--- src/include/lgs_pkg.sv ---
// Constants shared by the gate-input selection block
package lgs_pkg;

    // ************************************************************
    // Register bus geometry
    // ************************************************************
    localparam int unsigned LGS_ADDR_W = 4;
    localparam int unsigned LGS_DATA_W = 8;

    // ************************************************************
    // Register offsets
    // ************************************************************
    localparam logic [3:0] LGS_OFS_SEL_A   = 4'h0; // Channel 1 and 2 source select
    localparam logic [3:0] LGS_OFS_SEL_B   = 4'h1; // Channel 3 and 4 source select
    localparam logic [3:0] LGS_OFS_G1_EN   = 4'h2; // Gate one term enables
    localparam logic [3:0] LGS_OFS_G2_EN   = 4'h3; // Gate two term enables

    // ************************************************************
    // Field layout and reset values
    // ************************************************************
    localparam logic [7:0] LGS_SEL_MASK    = 8'h77; // Bits 7 and 3 unimplemented
    localparam logic [7:0] LGS_EN_MASK     = 8'hff; // All enable bits implemented
    localparam logic [7:0] LGS_RST_VAL     = 8'h00; // Defined value after reset
    localparam int unsigned LGS_LO_FLD     = 0;     // Low select field position
    localparam int unsigned LGS_HI_FLD     = 4;     // High select field position
    localparam int unsigned LGS_SEL_W      = 3;     // Width of one select field

    // ************************************************************
    // Channel and input counts
    // ************************************************************
    localparam int unsigned LGS_NUM_CH     = 4;     // Data channels per gate
    localparam int unsigned LGS_NUM_IN     = 16;    // Numbered cell inputs
    localparam int unsigned LGS_CH_STEP    = 4;     // Input offset between channels
    localparam int unsigned LGS_TERM_W     = 8;     // Enable bits per gate

endpackage

--- src/include/lgs_gate_if.sv ---
// Carrier between the top and one gate: channels, enables, gate result
`timescale 1ns/100ps
interface lgs_gate_if;
    logic [3:0] chan;  // Selected data channels 4..1
    logic [7:0] en;    // Term enables, odd bits true form, even bits inverted
    logic       gate;  // Combined gate level

    modport top  (output chan, output en, input gate);
    modport gate_side (input chan, input en, output gate);
endinterface

--- src/hdl/lgs_gate.sv ---
// One gate: OR of enabled true and inverted channel terms
`timescale 1ns/100ps
module lgs_gate (
    lgs_gate_if.gate_side gif   // Channels in, gate level out
);

    // ************************************************************
    // Per-channel term selection
    // ************************************************************
    wire [3:0] term;

    // Bit 2k+1 passes channel k true, bit 2k passes it inverted
    genvar k;
    generate
        for (k = 0; k < lgs_pkg::LGS_NUM_CH; k++) begin : g_term
            assign term[k] = (gif.en[2*k+1] & gif.chan[k])
                           | (gif.en[2*k] & ~gif.chan[k]);
        end
    endgenerate

    // No enabled term leaves the gate at its inactive low level
    assign gif.gate = |term;

endmodule // lgs_gate

--- src/hdl/lgs_top.sv ---
// Gate-input selection for gates one and two of a logic cell
// How it works
// - Gate one odd bits pass true channels
// - Gate one even bits pass inverted channels
// - Gate two uses the same enable layout
// - Eight-bit read-write enable registers, retained; select registers keep six bits, bits 7 and 3 read zero
// - Three-bit fields pick each channel's input
`timescale 1ns/100ps
module lgs_top (
    input  wire logic        clk,          // 125 MHz clock
    input  wire logic        rst,          // Asynchronous reset, active high
    input  wire logic [3:0]  reg_addr,     // Register offset
    input  wire logic [7:0]  reg_wdata,    // Write data
    input  wire logic        reg_wr,       // Write strobe
    input  wire logic        reg_rd,       // Read strobe
    output logic      [7:0]  reg_rdata,    // Read data, cycle after strobe
    input  wire logic [15:0] cell_in,      // Numbered cell input signals
    output logic             gate_one_out, // Gate one level
    output logic             gate_two_out  // Gate two level
);

    // ************************************************************
    // Register bus decode
    // ************************************************************
    logic [7:0] sel_a_ff;
    logic [7:0] sel_b_ff;
    logic [7:0] g1_en_ff;
    logic [7:0] g2_en_ff;
    logic [7:0] rdata_ff;

    wire hit_sel_a = reg_addr == lgs_pkg::LGS_OFS_SEL_A;
    wire hit_sel_b = reg_addr == lgs_pkg::LGS_OFS_SEL_B;
    wire hit_g1    = reg_addr == lgs_pkg::LGS_OFS_G1_EN;
    wire hit_g2    = reg_addr == lgs_pkg::LGS_OFS_G2_EN;

    // Read selection; unmapped offsets and idle cycles give zero
    wire [7:0] nxt_rdata = !reg_rd   ? lgs_pkg::LGS_RST_VAL
                         : hit_sel_a ? sel_a_ff
                         : hit_sel_b ? sel_b_ff
                         : hit_g1    ? g1_en_ff
                         : hit_g2    ? g2_en_ff
                         : lgs_pkg::LGS_RST_VAL;

    // Write data with unimplemented select bits forced low
    wire [7:0] nxt_sel = reg_wdata & lgs_pkg::LGS_SEL_MASK;
    wire [7:0] nxt_en  = reg_wdata & lgs_pkg::LGS_EN_MASK;

    // ************************************************************
    // Software registers
    // ************************************************************
    // Registers change only on reset or a write strobe, so nothing else disturbs them
    always_ff @(posedge clk or posedge rst) begin
        if (rst) begin
            sel_a_ff <= lgs_pkg::LGS_RST_VAL;
            sel_b_ff <= lgs_pkg::LGS_RST_VAL;
            g1_en_ff <= lgs_pkg::LGS_RST_VAL;
            g2_en_ff <= lgs_pkg::LGS_RST_VAL;
        end else if (reg_wr) begin
            if (hit_sel_a) sel_a_ff <= nxt_sel;
            if (hit_sel_b) sel_b_ff <= nxt_sel;
            if (hit_g1)    g1_en_ff <= nxt_en;
            if (hit_g2)    g2_en_ff <= nxt_en;
        end
    end

    // Read data register, valid only in the cycle after the strobe
    always_ff @(posedge clk or posedge rst) begin
        if (rst) begin
            rdata_ff <= lgs_pkg::LGS_RST_VAL;
        end else begin
            rdata_ff <= nxt_rdata;
        end
    end

    assign reg_rdata = rdata_ff;

    // ************************************************************
    // Input synchronisers
    // ************************************************************
    logic [15:0] in_meta_ff;
    logic [15:0] in_sync_ff;

    // Two flops before any logic sees the cell inputs
    always_ff @(posedge clk or posedge rst) begin
        if (rst) begin
            in_meta_ff <= '0;
            in_sync_ff <= '0;
        end else begin
            in_meta_ff <= cell_in;
            in_sync_ff <= in_meta_ff;
        end
    end

    // ************************************************************
    // Channel source multiplexers
    // ************************************************************
    wire [2:0] ch_sel [4];

    // Channels 1 and 2 from the first select register, 3 and 4 from the second
    assign ch_sel[0] = sel_a_ff[lgs_pkg::LGS_LO_FLD +: lgs_pkg::LGS_SEL_W];
    assign ch_sel[1] = sel_a_ff[lgs_pkg::LGS_HI_FLD +: lgs_pkg::LGS_SEL_W];
    assign ch_sel[2] = sel_b_ff[lgs_pkg::LGS_LO_FLD +: lgs_pkg::LGS_SEL_W];
    assign ch_sel[3] = sel_b_ff[lgs_pkg::LGS_HI_FLD +: lgs_pkg::LGS_SEL_W];

    wire [3:0] chan;

    // Channel k starts at input 4k and wraps modulo the input count
    genvar k;
    generate
        for (k = 0; k < lgs_pkg::LGS_NUM_CH; k++) begin : g_chan
            wire [3:0] idx = 4'(k * lgs_pkg::LGS_CH_STEP) + {1'b0, ch_sel[k]};
            assign chan[k] = in_sync_ff[idx];
        end
    endgenerate

    // ************************************************************
    // Gates one and two
    // ************************************************************
    lgs_gate_if g1_if ();
    lgs_gate_if g2_if ();

    // Both gates see the same channels, each with its own enable set
    assign g1_if.chan = chan;
    assign g1_if.en   = g1_en_ff;
    assign g2_if.chan = chan;
    assign g2_if.en   = g2_en_ff;

    lgs_gate u_gate_one (
        .gif (g1_if.gate_side)
    );

    lgs_gate u_gate_two (
        .gif (g2_if.gate_side)
    );

    logic g1_out_ff;
    logic g2_out_ff;

    // Registered gate levels toward the combining stage
    always_ff @(posedge clk or posedge rst) begin
        if (rst) begin
            g1_out_ff <= 1'b0;
            g2_out_ff <= 1'b0;
        end else begin
            g1_out_ff <= g1_if.gate;
            g2_out_ff <= g2_if.gate;
        end
    end

    assign gate_one_out = g1_out_ff;
    assign gate_two_out = g2_out_ff;
endmodule // lgs_top

--- config.mk ---
export PLATFORM = sky130hd
export DESIGN_NAME = lgs_top
export DESIGN_NICKNAME = d
export VERILOG_FILES = /design/src/include/lgs_pkg.sv /design/src/include/lgs_gate_if.sv /design/src/hdl/lgs_gate.sv /design/src/hdl/lgs_top.sv
export SDC_FILE = /design/constraint.sdc
export NUM_CORES = 1
export LEC_CHECK = 0
export BUFFER_PORTS_ARGS = -buffer_cell sky130_fd_sc_hd__buf_2
export CELL_PAD_IN_SITES_DETAIL_PLACEMENT = 0
export CELL_PAD_IN_SITES_GLOBAL_PLACEMENT = 2
export CORE_MARGIN = 1.5
export CORE_UTILIZATION = 40
export DETAILED_ROUTE_END_ITERATION = 8
export GPL_ROUTABILITY_DRIVEN = 0
export PLACE_DENSITY_LB_ADDON = 0.1
export REMOVE_ABC_BUFFERS = 1
export SYNTH_ARGS = -nofsm -noshare
export SYNTH_HDL_FRONTEND = slang
export SYNTH_HIERARCHICAL = 1
export SYNTH_SLANG_ARGS = --single-unit
--- constraint.sdc ---
create_clock -name clk -period 5.7 [get_ports clk]
set_input_delay 0.57 -clock clk [delete_from_list [all_inputs] [get_ports clk]]
set_output_delay 0.57 -clock clk [all_outputs]
set_load 0.03 [all_outputs]
* Word level (Yosys, flattened, before mapping)
Cells that the tools add are included.
** Word-level totals
- Flip-flop bits (word level) :: 70
- Latch bits :: 0
- RAM bits :: 0
- ROM bits :: 0
- Word-level logic and storage cells :: 67
- Memories kept :: 0
** Cells by class
- Add/subtract/negate cells :: 3
- $mul :: 0
- Div/mod/pow operators :: 0
- Order comparisons :: 4
- Eq/ne operators :: 3
- Shift operators :: 0
- Mux-type cells :: 13
- Bitwise operators :: 28
- Reduce and logical (&&, ||, !) cells :: 7
** Operator list (count)
- 8-bit two-way mux :: 5
- 1-bit bitwise AND :: 16
- 4-bit by 5-bit less-than comparator with 1-bit output, second input constant :: 3
- 1-bit binary-select mux with 4-bit select :: 3
- 4-bit by 3-bit adder with 4-bit output, first input constant :: 2
- 4-bit by 2-bit equality test with 1-bit output, second input constant :: 2
- 1-bit OR :: 8
- 2-bit AND reduction :: 4
- 4-bit OR reduction :: 2
- 3-bit by 5-bit less-than comparator with 1-bit output, second input constant :: 1
- 3-bit by 3-bit adder with 4-bit output, first input constant :: 1
- 4-bit by 1-bit equality test with 1-bit output, second input constant :: 1
- 4-bit logical NOT :: 1
- 1-bit two-way mux :: 4
- 1-bit inverter :: 4
- 1-bit binary-select mux with 3-bit select :: 1

* Depth between registers and ports, before layout
Gate-level depths: netlist of the first run.
- Depth in word-level cells :: 7
- Gate-level depth with buffers :: 4
- Gate-level depth less buffers :: 4

* By module
The synthesis of the first run kept the hierarchy.
** Modules (own cells, without submodules)
- lgs_top :: instances 1, cells each 145, area each 2578.7 sq um
- lgs_gate :: instances 2, cells each 5, area each 46.3 sq um

* Least setup slack after synthesis of the first run
No wires, ideal clock.
- Kind :: register -> register
- Start point :: reg sel_a_ff[0]
- End point :: reg g1_out_ff, in the netlist gate_one_out
- Setup time :: 0.133 ns
- Arrival :: 1.410 ns
- Required time :: 5.567 ns
- Path slack :: 4.158 ns
- Stages on the path, launching flop included :: 5
- Buffers on the path :: 0
- Period minus slack after synthesis :: 1.542 ns
- Path through :: dfrtp_1 > mux4_2 > mux2_2 > mux2i_1 > nand4_1
** Between the ends
- Word-level cells in the longest chain between the ends :: 6
- Elaborated cells between the ends (all ways) :: 7
** RTL lines
- from (decl) :: line lgs_top.sv:25 : logic [7:0] sel_a_ff;
- from (signal assigned) :: line lgs_top.sv:54 : sel_a_ff <= lgs_pkg::LGS_RST_VAL;
- from (signal assigned) :: line lgs_top.sv:59 : if (hit_sel_a) sel_a_ff <= nxt_sel;
- 1-bit binary-select mux with 3-bit select (*) :: line lgs_top.sv:112 : assign chan[k] = in_sync_ff[idx];
- 1-bit two-way mux (implied by the code) (*) :: line lgs_top.sv:112
- via chan[0] :: line lgs_top.sv:105 : wire [3:0] chan;
- 1-bit inverter :: line lgs_gate.sv:17 : | (gif.en[2*k] & ~gif.chan[k]);
- 1-bit bitwise AND :: line lgs_gate.sv:17
- 1-bit OR (*) :: line lgs_gate.sv:17
- 4-bit OR reduction (*) :: line lgs_gate.sv:22 : assign gif.gate = |term;
- via g1_if.gate :: line lgs_gate_if.sv:6 : logic gate;
- to (signal assigned) :: line lgs_top.sv:145 : g1_out_ff <= g1_if.gate;
- to (decl) :: line lgs_top.sv:136 : logic g1_out_ff;
Mark *: on every way through the listed nets, which the timed path passes. The rest lies on a longest branch. The select of a mux whose other input is x is not followed.
A chain may end at the register's enable or synchronous reset.

* Worst setup path in the final report of the first run
- Start point :: reg sel_b_ff[0]
- End point :: reg g2_out_ff, in the netlist gate_two_out
** Between the ends
- Word-level cells in the longest chain between the ends :: 7
- Elaborated cells between the ends (all ways) :: 8
** RTL lines
- from (decl) :: line lgs_top.sv:26 : logic [7:0] sel_b_ff;
- from (signal assigned) :: line lgs_top.sv:55 : sel_b_ff <= lgs_pkg::LGS_RST_VAL;
- from (signal assigned) :: line lgs_top.sv:60 : if (hit_sel_b) sel_b_ff <= nxt_sel;
- 4-bit by 3-bit adder with 4-bit output (*) :: line lgs_top.sv:111 : wire [3:0] idx = 4'(k * lgs_pkg::LGS_CH_STEP) + {1'b0, ch_sel[k]};
- 1-bit binary-select mux with 4-bit select (*) :: line lgs_top.sv:112
- 1-bit two-way mux (implied by the code) (*) :: line lgs_top.sv:112
- via chan[2] :: line lgs_top.sv:105
- 1-bit inverter :: line lgs_gate.sv:17
- 1-bit bitwise AND :: line lgs_gate.sv:17
- 1-bit OR (*) :: line lgs_gate.sv:17
- 4-bit OR reduction (*) :: line lgs_gate.sv:22
- via g2_if.gate :: line lgs_gate_if.sv:6
- to (signal assigned) :: line lgs_top.sv:146 : g2_out_ff <= g2_if.gate;
- to (decl) :: line lgs_top.sv:137 : logic g2_out_ff;
Marks and branches as above.

==> run metrics, run 1 <==
CTS H-tree depth 3; final hold viol count 0; Startpoint Class register; Post-Route WL between 5 and 6 mm; total number of vias around 1500; Nets between 200 and 250; fin area approximately 0.0032 sq mm; gr ovfl total 0; Final Slew Violations 0; final setup vio count 0; starting DRC count in detailed routing 52; # diodes 0; Hold EP in_meta_ff[6]$_DFF_PP0_; r2r setup slk approximately 4 ns; Post-Syn Area per Cell 17.2 sq um; hold path start cell_in[6]; routed vias/inst about 5.2; clock skew between 0.006 and 0.007 ns; Clk Latency, worst-skew pair roughly 0.34 ns; vias in the first global route roughly 1700; MaxCap Viol Count 0; RSZ-0062 raised after global routing no; VDD IR-drop max roughly 0.18 mV; reg2reg path depth 4; pwr dens roughly 390 mW/mm^2; Synth Instances roughly 160; CP arrival 2.00 ns; clk sinks 70; Setup WS pre-CTS ~3.7 ns; FF+latch count, synth 70; HP Class primary input to register; Root Driver clkbuf_8; CTS tree yes; first-pass GRT wire length approximately 8.6 mm; Placeable Area 0.00639 sq mm; DRC 0; slew margin rel. between 30% and 40%; Die ar. 0.00718 sq mm; max frequency around 560 MHz; io pins 42; Period Utilization, post-route between 30% and 40%; Die Ht between 80 and 90 um; number of I/O port buffers 41; postcts setup bufs 0; Final TNS setup 0 ns; Post-CTS Hold Buffers 0; leakage approximately 1.5 nW; Initial Utilization 41.8%; crit path time final ~1.8 ns; CTS Buf Count 9; worst hold slack 0.335 ns; post-synth cell types 19; crit end category register; FF-to-FF Start sel_b_ff[0]$_DFFE_PP0P_; Antenna Violating Nets Remaining 0; register area share after synthesis 65.6%; pin count of the biggest net entering global routing between 70 and 80; CP peak stage delay roughly 0.55 ns; Detail Placement HPWL 3.62 mm; Core Rows 29; Critical Path Fanout Max 4; slowest cell on the critical path mux4_2; Area growth syn-to-layout 19.3%; mapped cell area around 0.0027 sq mm; DP Area 0.00297 sq mm; layout cells sized above 1 approximately half; status completed; fill cell count 571; yosys warns 6; crit-path cells mux4_2 -> mux2_2 -> mux2i_1 -> nand4_1; WHS Path Cells 1; CTS clk-pin slew, worst paths around 0.07 ns; area occupied by multi-input gates 903 sq um; CP required between 5 and 6 ns; # resized after CTS 0; WL/cell between 15 and 20 um; Seq. cell area roughly 0.0018 sq mm; slew at the pin closest to its max-slew limit between 0.9 and 1 ns; Tot GR Track Use between 15 and 20%; initial antenna violation count 0; TritonRoute pass-1 iters 6; WS Path Type register to register; reg2reg end gate_two_out$_DFF_PP0_; Final Worst Setup Slack slightly below 4 ns; maximum root-to-sink buffer count 2; die width roughly 85 um
[cell type report]
cell class                      instances  share of cell area, %
Multi-Input combinational cell         82                   28.3
Tap cell                               77                   3.02
Clock buffer                           14                   5.73
Clock inverter                          2                   1.18
Sequential cell                        70                   54.9
Timing Repair Buffer                   42                   6.67
Inverter                                1                  0.118
[metal layers]
metal / up-vias / routed length (um) / track usage, %
li1: 679 / - / -
met1: 777 / 2290 / 20.1
met2: 43 / 2630 / 26.6
met3: 9 / 208 / 3.44
met4: 0 / 100 / 9.82
met5: - / 0 / 0
[power by group]
group / total, W / switching, W / internal (W)
Combinational: 0.000200 / 0.0000872 / 0.000112
Clock: 0.000423 / 0.000173 / 0.000250
Sequential: 0.000619 / 0.0000566 / 0.000563
Total: 0.00124 / 0.000317 / 0.000925
[worst max-delay path by stage]
| stage | start | end | slack [ns] | cells past startpoint |
|---|---|---|---|---|
| floorplan | rst | g1_en_ff[0]$_DFFE_PP0P_ | 3.36 | 1 |
| global route | sel_b_ff[0]$_DFFE_PP0P_ | gate_two_out$_DFF_PP0_ | 3.81 | 4 |
| CTS | sel_b_ff[0]$_DFFE_PP0P_ | gate_two_out$_DFF_PP0_ | 3.85 | 4 |
| detailed placement | reg_addr[3] | reg_rdata[6]$_DFF_PP0_ | 3.68 | 4 |
| finish | sel_b_ff[0]$_DFFE_PP0P_ | gate_two_out$_DFF_PP0_ | 3.90 | 4 |
| global placement | reg_addr[3] | reg_rdata[6]$_DFF_PP0_ | 3.66 | 4 |
[critical path, delay by kind of cell, from the launching register on]
| kind | cells | cell delay (ns) |
|---|---|---|
| flip-flops | 1 | 0.46 |
| multiplexers | 3 | 1.08 |
| AND/OR/NAND/NOR | 1 | 0.12 |
[through the flow]
step / total power (W) / utilization [%] / std cells
CTS: 0.00126 / 49.9 / 288
global route: 0.00131 / 49.9 / 288
finish: 0.00124 / 49.9 / 288
floorplan: 0.000760 / - / 153
detailed placement: 0.000833 / 46.5 / 272
global placement: 0.000825 / 46.5 / 272
[cell families (layout without fill, tap and decap cells)]
family          count (synthesis)  in the layout  synth area share [%]
flops                          70             70                  65.6
compound gates                 10             10                  2.58
simple gates                   16             16                  4.54
mux                            56             56                  26.7
buf+inv                         3             59                 0.609
[Yosys cell counts]
master / instances / area, sq um
nand2_1: 2 / 7.51
o221ai_1: 5 / 43.8
nand2b_1: 2 / 12.5
or4_4: 1 / 11.3
mux4_2: 9 / 203
nor2_1: 3 / 11.3
nand3_2: 1 / 10.0
nor3b_1: 1 / 7.51
buf_2: 1 / 5.00
buf_4: 1 / 7.51
nand4_1: 2 / 12.5
mux2_2: 32 / 360
mux2i_1: 15 / 150
and2_2: 1 / 7.51
inv_1: 1 / 3.75
nand3b_2: 2 / 22.5
nor3b_4: 1 / 18.8
a21oi_1: 5 / 25.0
dfrtp_1: 70 / 1750
[registers in the layout (all words and copies together) (netlist names)]
register / count
g1_en_ff: 8
gate_one_out: 1
in_sync_ff: 16
in_meta_ff: 16
gate_two_out: 1
sel_a_ff: 6
g2_en_ff: 8
sel_b_ff: 6
reg_rdata: 8
[placed cells by master (no fill, tap or decap), drive strengths merged, types with 3 or more instances in the layout]
master and count:
a21oi 5, nor2 3, mux2 32, mux2i 15, dfrtp 70, clkbuf 14, mux4 9, buf 42
o221ai 5
Power figures use the tool's default switching activity.
==> run 2: changes to the inputs <==
clock period = 1.85 ns   (was 5.7 ns; I/O delays follow)
==> run 2 against run 1 <==
  * Critical path depth unchanged
  * Clock-buffer cell count decreased by 3
  * Register-to-register slack got worse by 3.8 ns
  * Highest routed layer unchanged
  * Critical endpoint unchanged
  * Cell area increased by 5.8%
  * First-iteration DRC count increased by 48%
  * Non-clock buffer count increased by 20
  * Clock skew increased by 0.0017 ns
  * Sequential power increased to 3.1 times the previous value
  * Global-route usage increased by 0.78 points
  * Worst setup slack got worse by 3.8 ns
==> run metrics, run 2 (synthesis results as in run 1) <==
status completed (unchanged); WL/cell 17.7 um (was 18.1 um); clk sinks 70 (unchanged); crit path time final 1.75 ns (was 1.80 ns); CP arrival 1.97 ns (was 2.00 ns); CTS Buf Count 9 (unchanged); Startpoint Class register (unchanged); Clk Latency, worst-skew pair 0.34 ns (about the same); CTS clk-pin slew, worst paths 0.07 ns (about the same); Detail Placement HPWL 3.88 mm (was 3.62 mm); CP peak stage delay 0.55 ns (about the same); maximum root-to-sink buffer count 2 (unchanged); Die ar. 0.00718 sq mm (unchanged); die width 84.7 um (unchanged); slew margin rel. 68.4% (was 39.6%); Placeable Area 0.00639 sq mm (unchanged); TritonRoute pass-1 iters 4 (was 6); first-pass GRT wire length 9.07 mm (was 8.56 mm); # resized after CTS 0 (unchanged); WS Path Type register to register (unchanged); max frequency 571 MHz (was 556 MHz); DRC 0 (unchanged); pwr dens 1120 mW/mm^2 (was 390 mW/mm^2); r2r setup slk 0.1 ns (was 3.90 ns); Inst Count DP 275 (was 272); WP buf/inv 0 (unchanged); Worst path top cell family by delay multiplexers (unchanged); number of I/O port buffers 41 (unchanged); gr ovfl total 0 (unchanged); grt met2 use 28.6% (was 26.6%); VDD IR-drop max 0.714 mV (was 0.182 mV); Core Rows 29 (unchanged); postcts setup bufs 0 (unchanged); slew at the pin closest to its max-slew limit 0.473 ns (was 0.904 ns); # diodes 0 (unchanged); fin area 0.00337 sq mm (was 0.00319 sq mm); final hold viol count 0 (unchanged); crit end category register (unchanged); GR met3 Demand/Resource 4.82% (was 3.44%); RSZ-0062 raised after global routing no (unchanged); Area growth syn-to-layout 26.3% (was 19.3%); met1 usage 21.2% (was 20.1%); crit-path cells mux4_2 -> mux2_2 -> mux2i_1 -> nand4_1 (unchanged); io pins 42 (unchanged); leakage 1.55 nW (was 1.48 nW); Final Slew Violations 0 (unchanged); starting DRC count in detailed routing 77 (was 52); busiest grt layer met2 (unchanged); Largest regs in_meta_ff: 16 flops, in_sync_ff: 16 flops (unchanged); layout cells sized above 1 46.8% (was 49.8%); routed vias/inst 5.13 (was 5.24); Critical Path Fanout Max 4 (unchanged); slowest cell on the critical path mux4_2 (unchanged); clock skew 0.00800 ns (was 0.00632 ns); final setup vio count 0 (unchanged); worst hold slack 0.0958 ns (was 0.335 ns); Post-Route WL 5.44 mm (was 5.23 mm); Initial Utilization 41.8% (unchanged); pin count of the biggest net entering global routing 39 (was 71); Tot GR Track Use 17.1% (was 16.3%); non-filler cells, final 308 (was 288); Die Ht 84.7 um (unchanged); initial antenna violation count 0 (unchanged); Antenna Violating Nets Remaining 0 (unchanged); Nets 258 (was 238); commonest cells after routing, fill and taps aside dfrtp_1 (70), buf_2 (41), mux2_2 (32), dlygate4sd3_1 (17), mux2i_1 (15) (was dfrtp_1 (70), buf_2 (41), mux2_2 (32), mux2i_1 (15), clkbuf_8 (13)); MaxCap Viol Count 0 (unchanged); HP Class primary input to register (unchanged); Setup WS pre-CTS 0.0613 ns (was 3.68 ns); CTS tree yes (unchanged); total number of vias 1580 (was 1508); CTS H-tree depth 3 (unchanged); commonest non-fill, non-tap cell in the layout dfrtp_1 (unchanged); vias in the first global route 1713 (was 1672); Final Worst Setup Slack 0.0981 ns (was 3.90 ns); Root Driver clkbuf_8 (unchanged); Period Utilization, post-route 94.7% (was 31.5%); CP required 2.06 ns (was 5.91 ns); DP Area 0.00300 sq mm (was 0.00297 sq mm)
==> run 2: changes by cell type in the layout (fill, tap and decap cells not counted) <==
| cell | delta |
|---|---|
| buf_4 | +2 |
| buf_12 | +1 |
| clkinv_2 | +1 |
| clkbuf_8 | -3 |
| clkinv_4 | +1 |
| dlygate4sd3_1 | +17 |
| clkinvlp_4 | +1 |
==> run 2: timing repair <==
item                       in CTS  in global routing
hold endpoints to repair       35                  0
hold buffers                   17                  0
setup endpoints to repair       0                  0
==> run 2: stage by stage <==
step	util [%]	total power (W)	setup TNS, ns
after floorplan	-	0.00234	-7.23
after global placement	47.0	0.00254	0
after detailed placement	47.0	0.00257	0
after CTS	52.8	0.00382	0
after global routing	52.8	0.00398	0
final	52.8	0.00377	0
==> run 2: layout make-up <==
cell class	count	area [sq um]
Multi-Input combinational cell	82	903
Tap cell	77	96.3
Fill cell	546	3010
Clock inverter	5	58.8
Sequential cell	70	1750
Timing Repair Buffer	62	418
Inverter	1	3.75
Clock buffer	11	141
==> run 2: final timing paths <==
check	from	end	depth (start not counted)
min in group asynchronous	rst	reg_rdata[6]$_DFF_PP0_	3
max in group asynchronous	rst	sel_b_ff[2]$_DFFE_PP0P_	4
min	reg_wdata[3]	g1_en_ff[3]$_DFFE_PP0P_	2
max	sel_a_ff[0]$_DFFE_PP0P_	gate_two_out$_DFF_PP0_	4
min reg2reg	in_meta_ff[8]$_DFF_PP0_	in_sync_ff[8]$_DFF_PP0_	0
max reg2reg	sel_a_ff[0]$_DFFE_PP0P_	gate_two_out$_DFF_PP0_	4
==> run 2: routing by layer <==
metal / wire (um) / up-vias
met1: 2290 / 788
li1: - / 719
met2: 2750 / 63
met4: 100 / 0
met3: 302 / 10
met5: 0 / -
==> run 2: worst register-to-register path: stages (launching register included) <==
cell	delay [ns]
dfrtp_1	0.46
mux4_2	0.55
mux2_2	0.31
mux2i_1	0.20
nand4_1	0.11
==> run 2: report_power, final <==
group	internal (W)	switching (W)
logic	0.000376	0.000271
clock network	0.000659	0.000554
registers	0.00173	0.000173
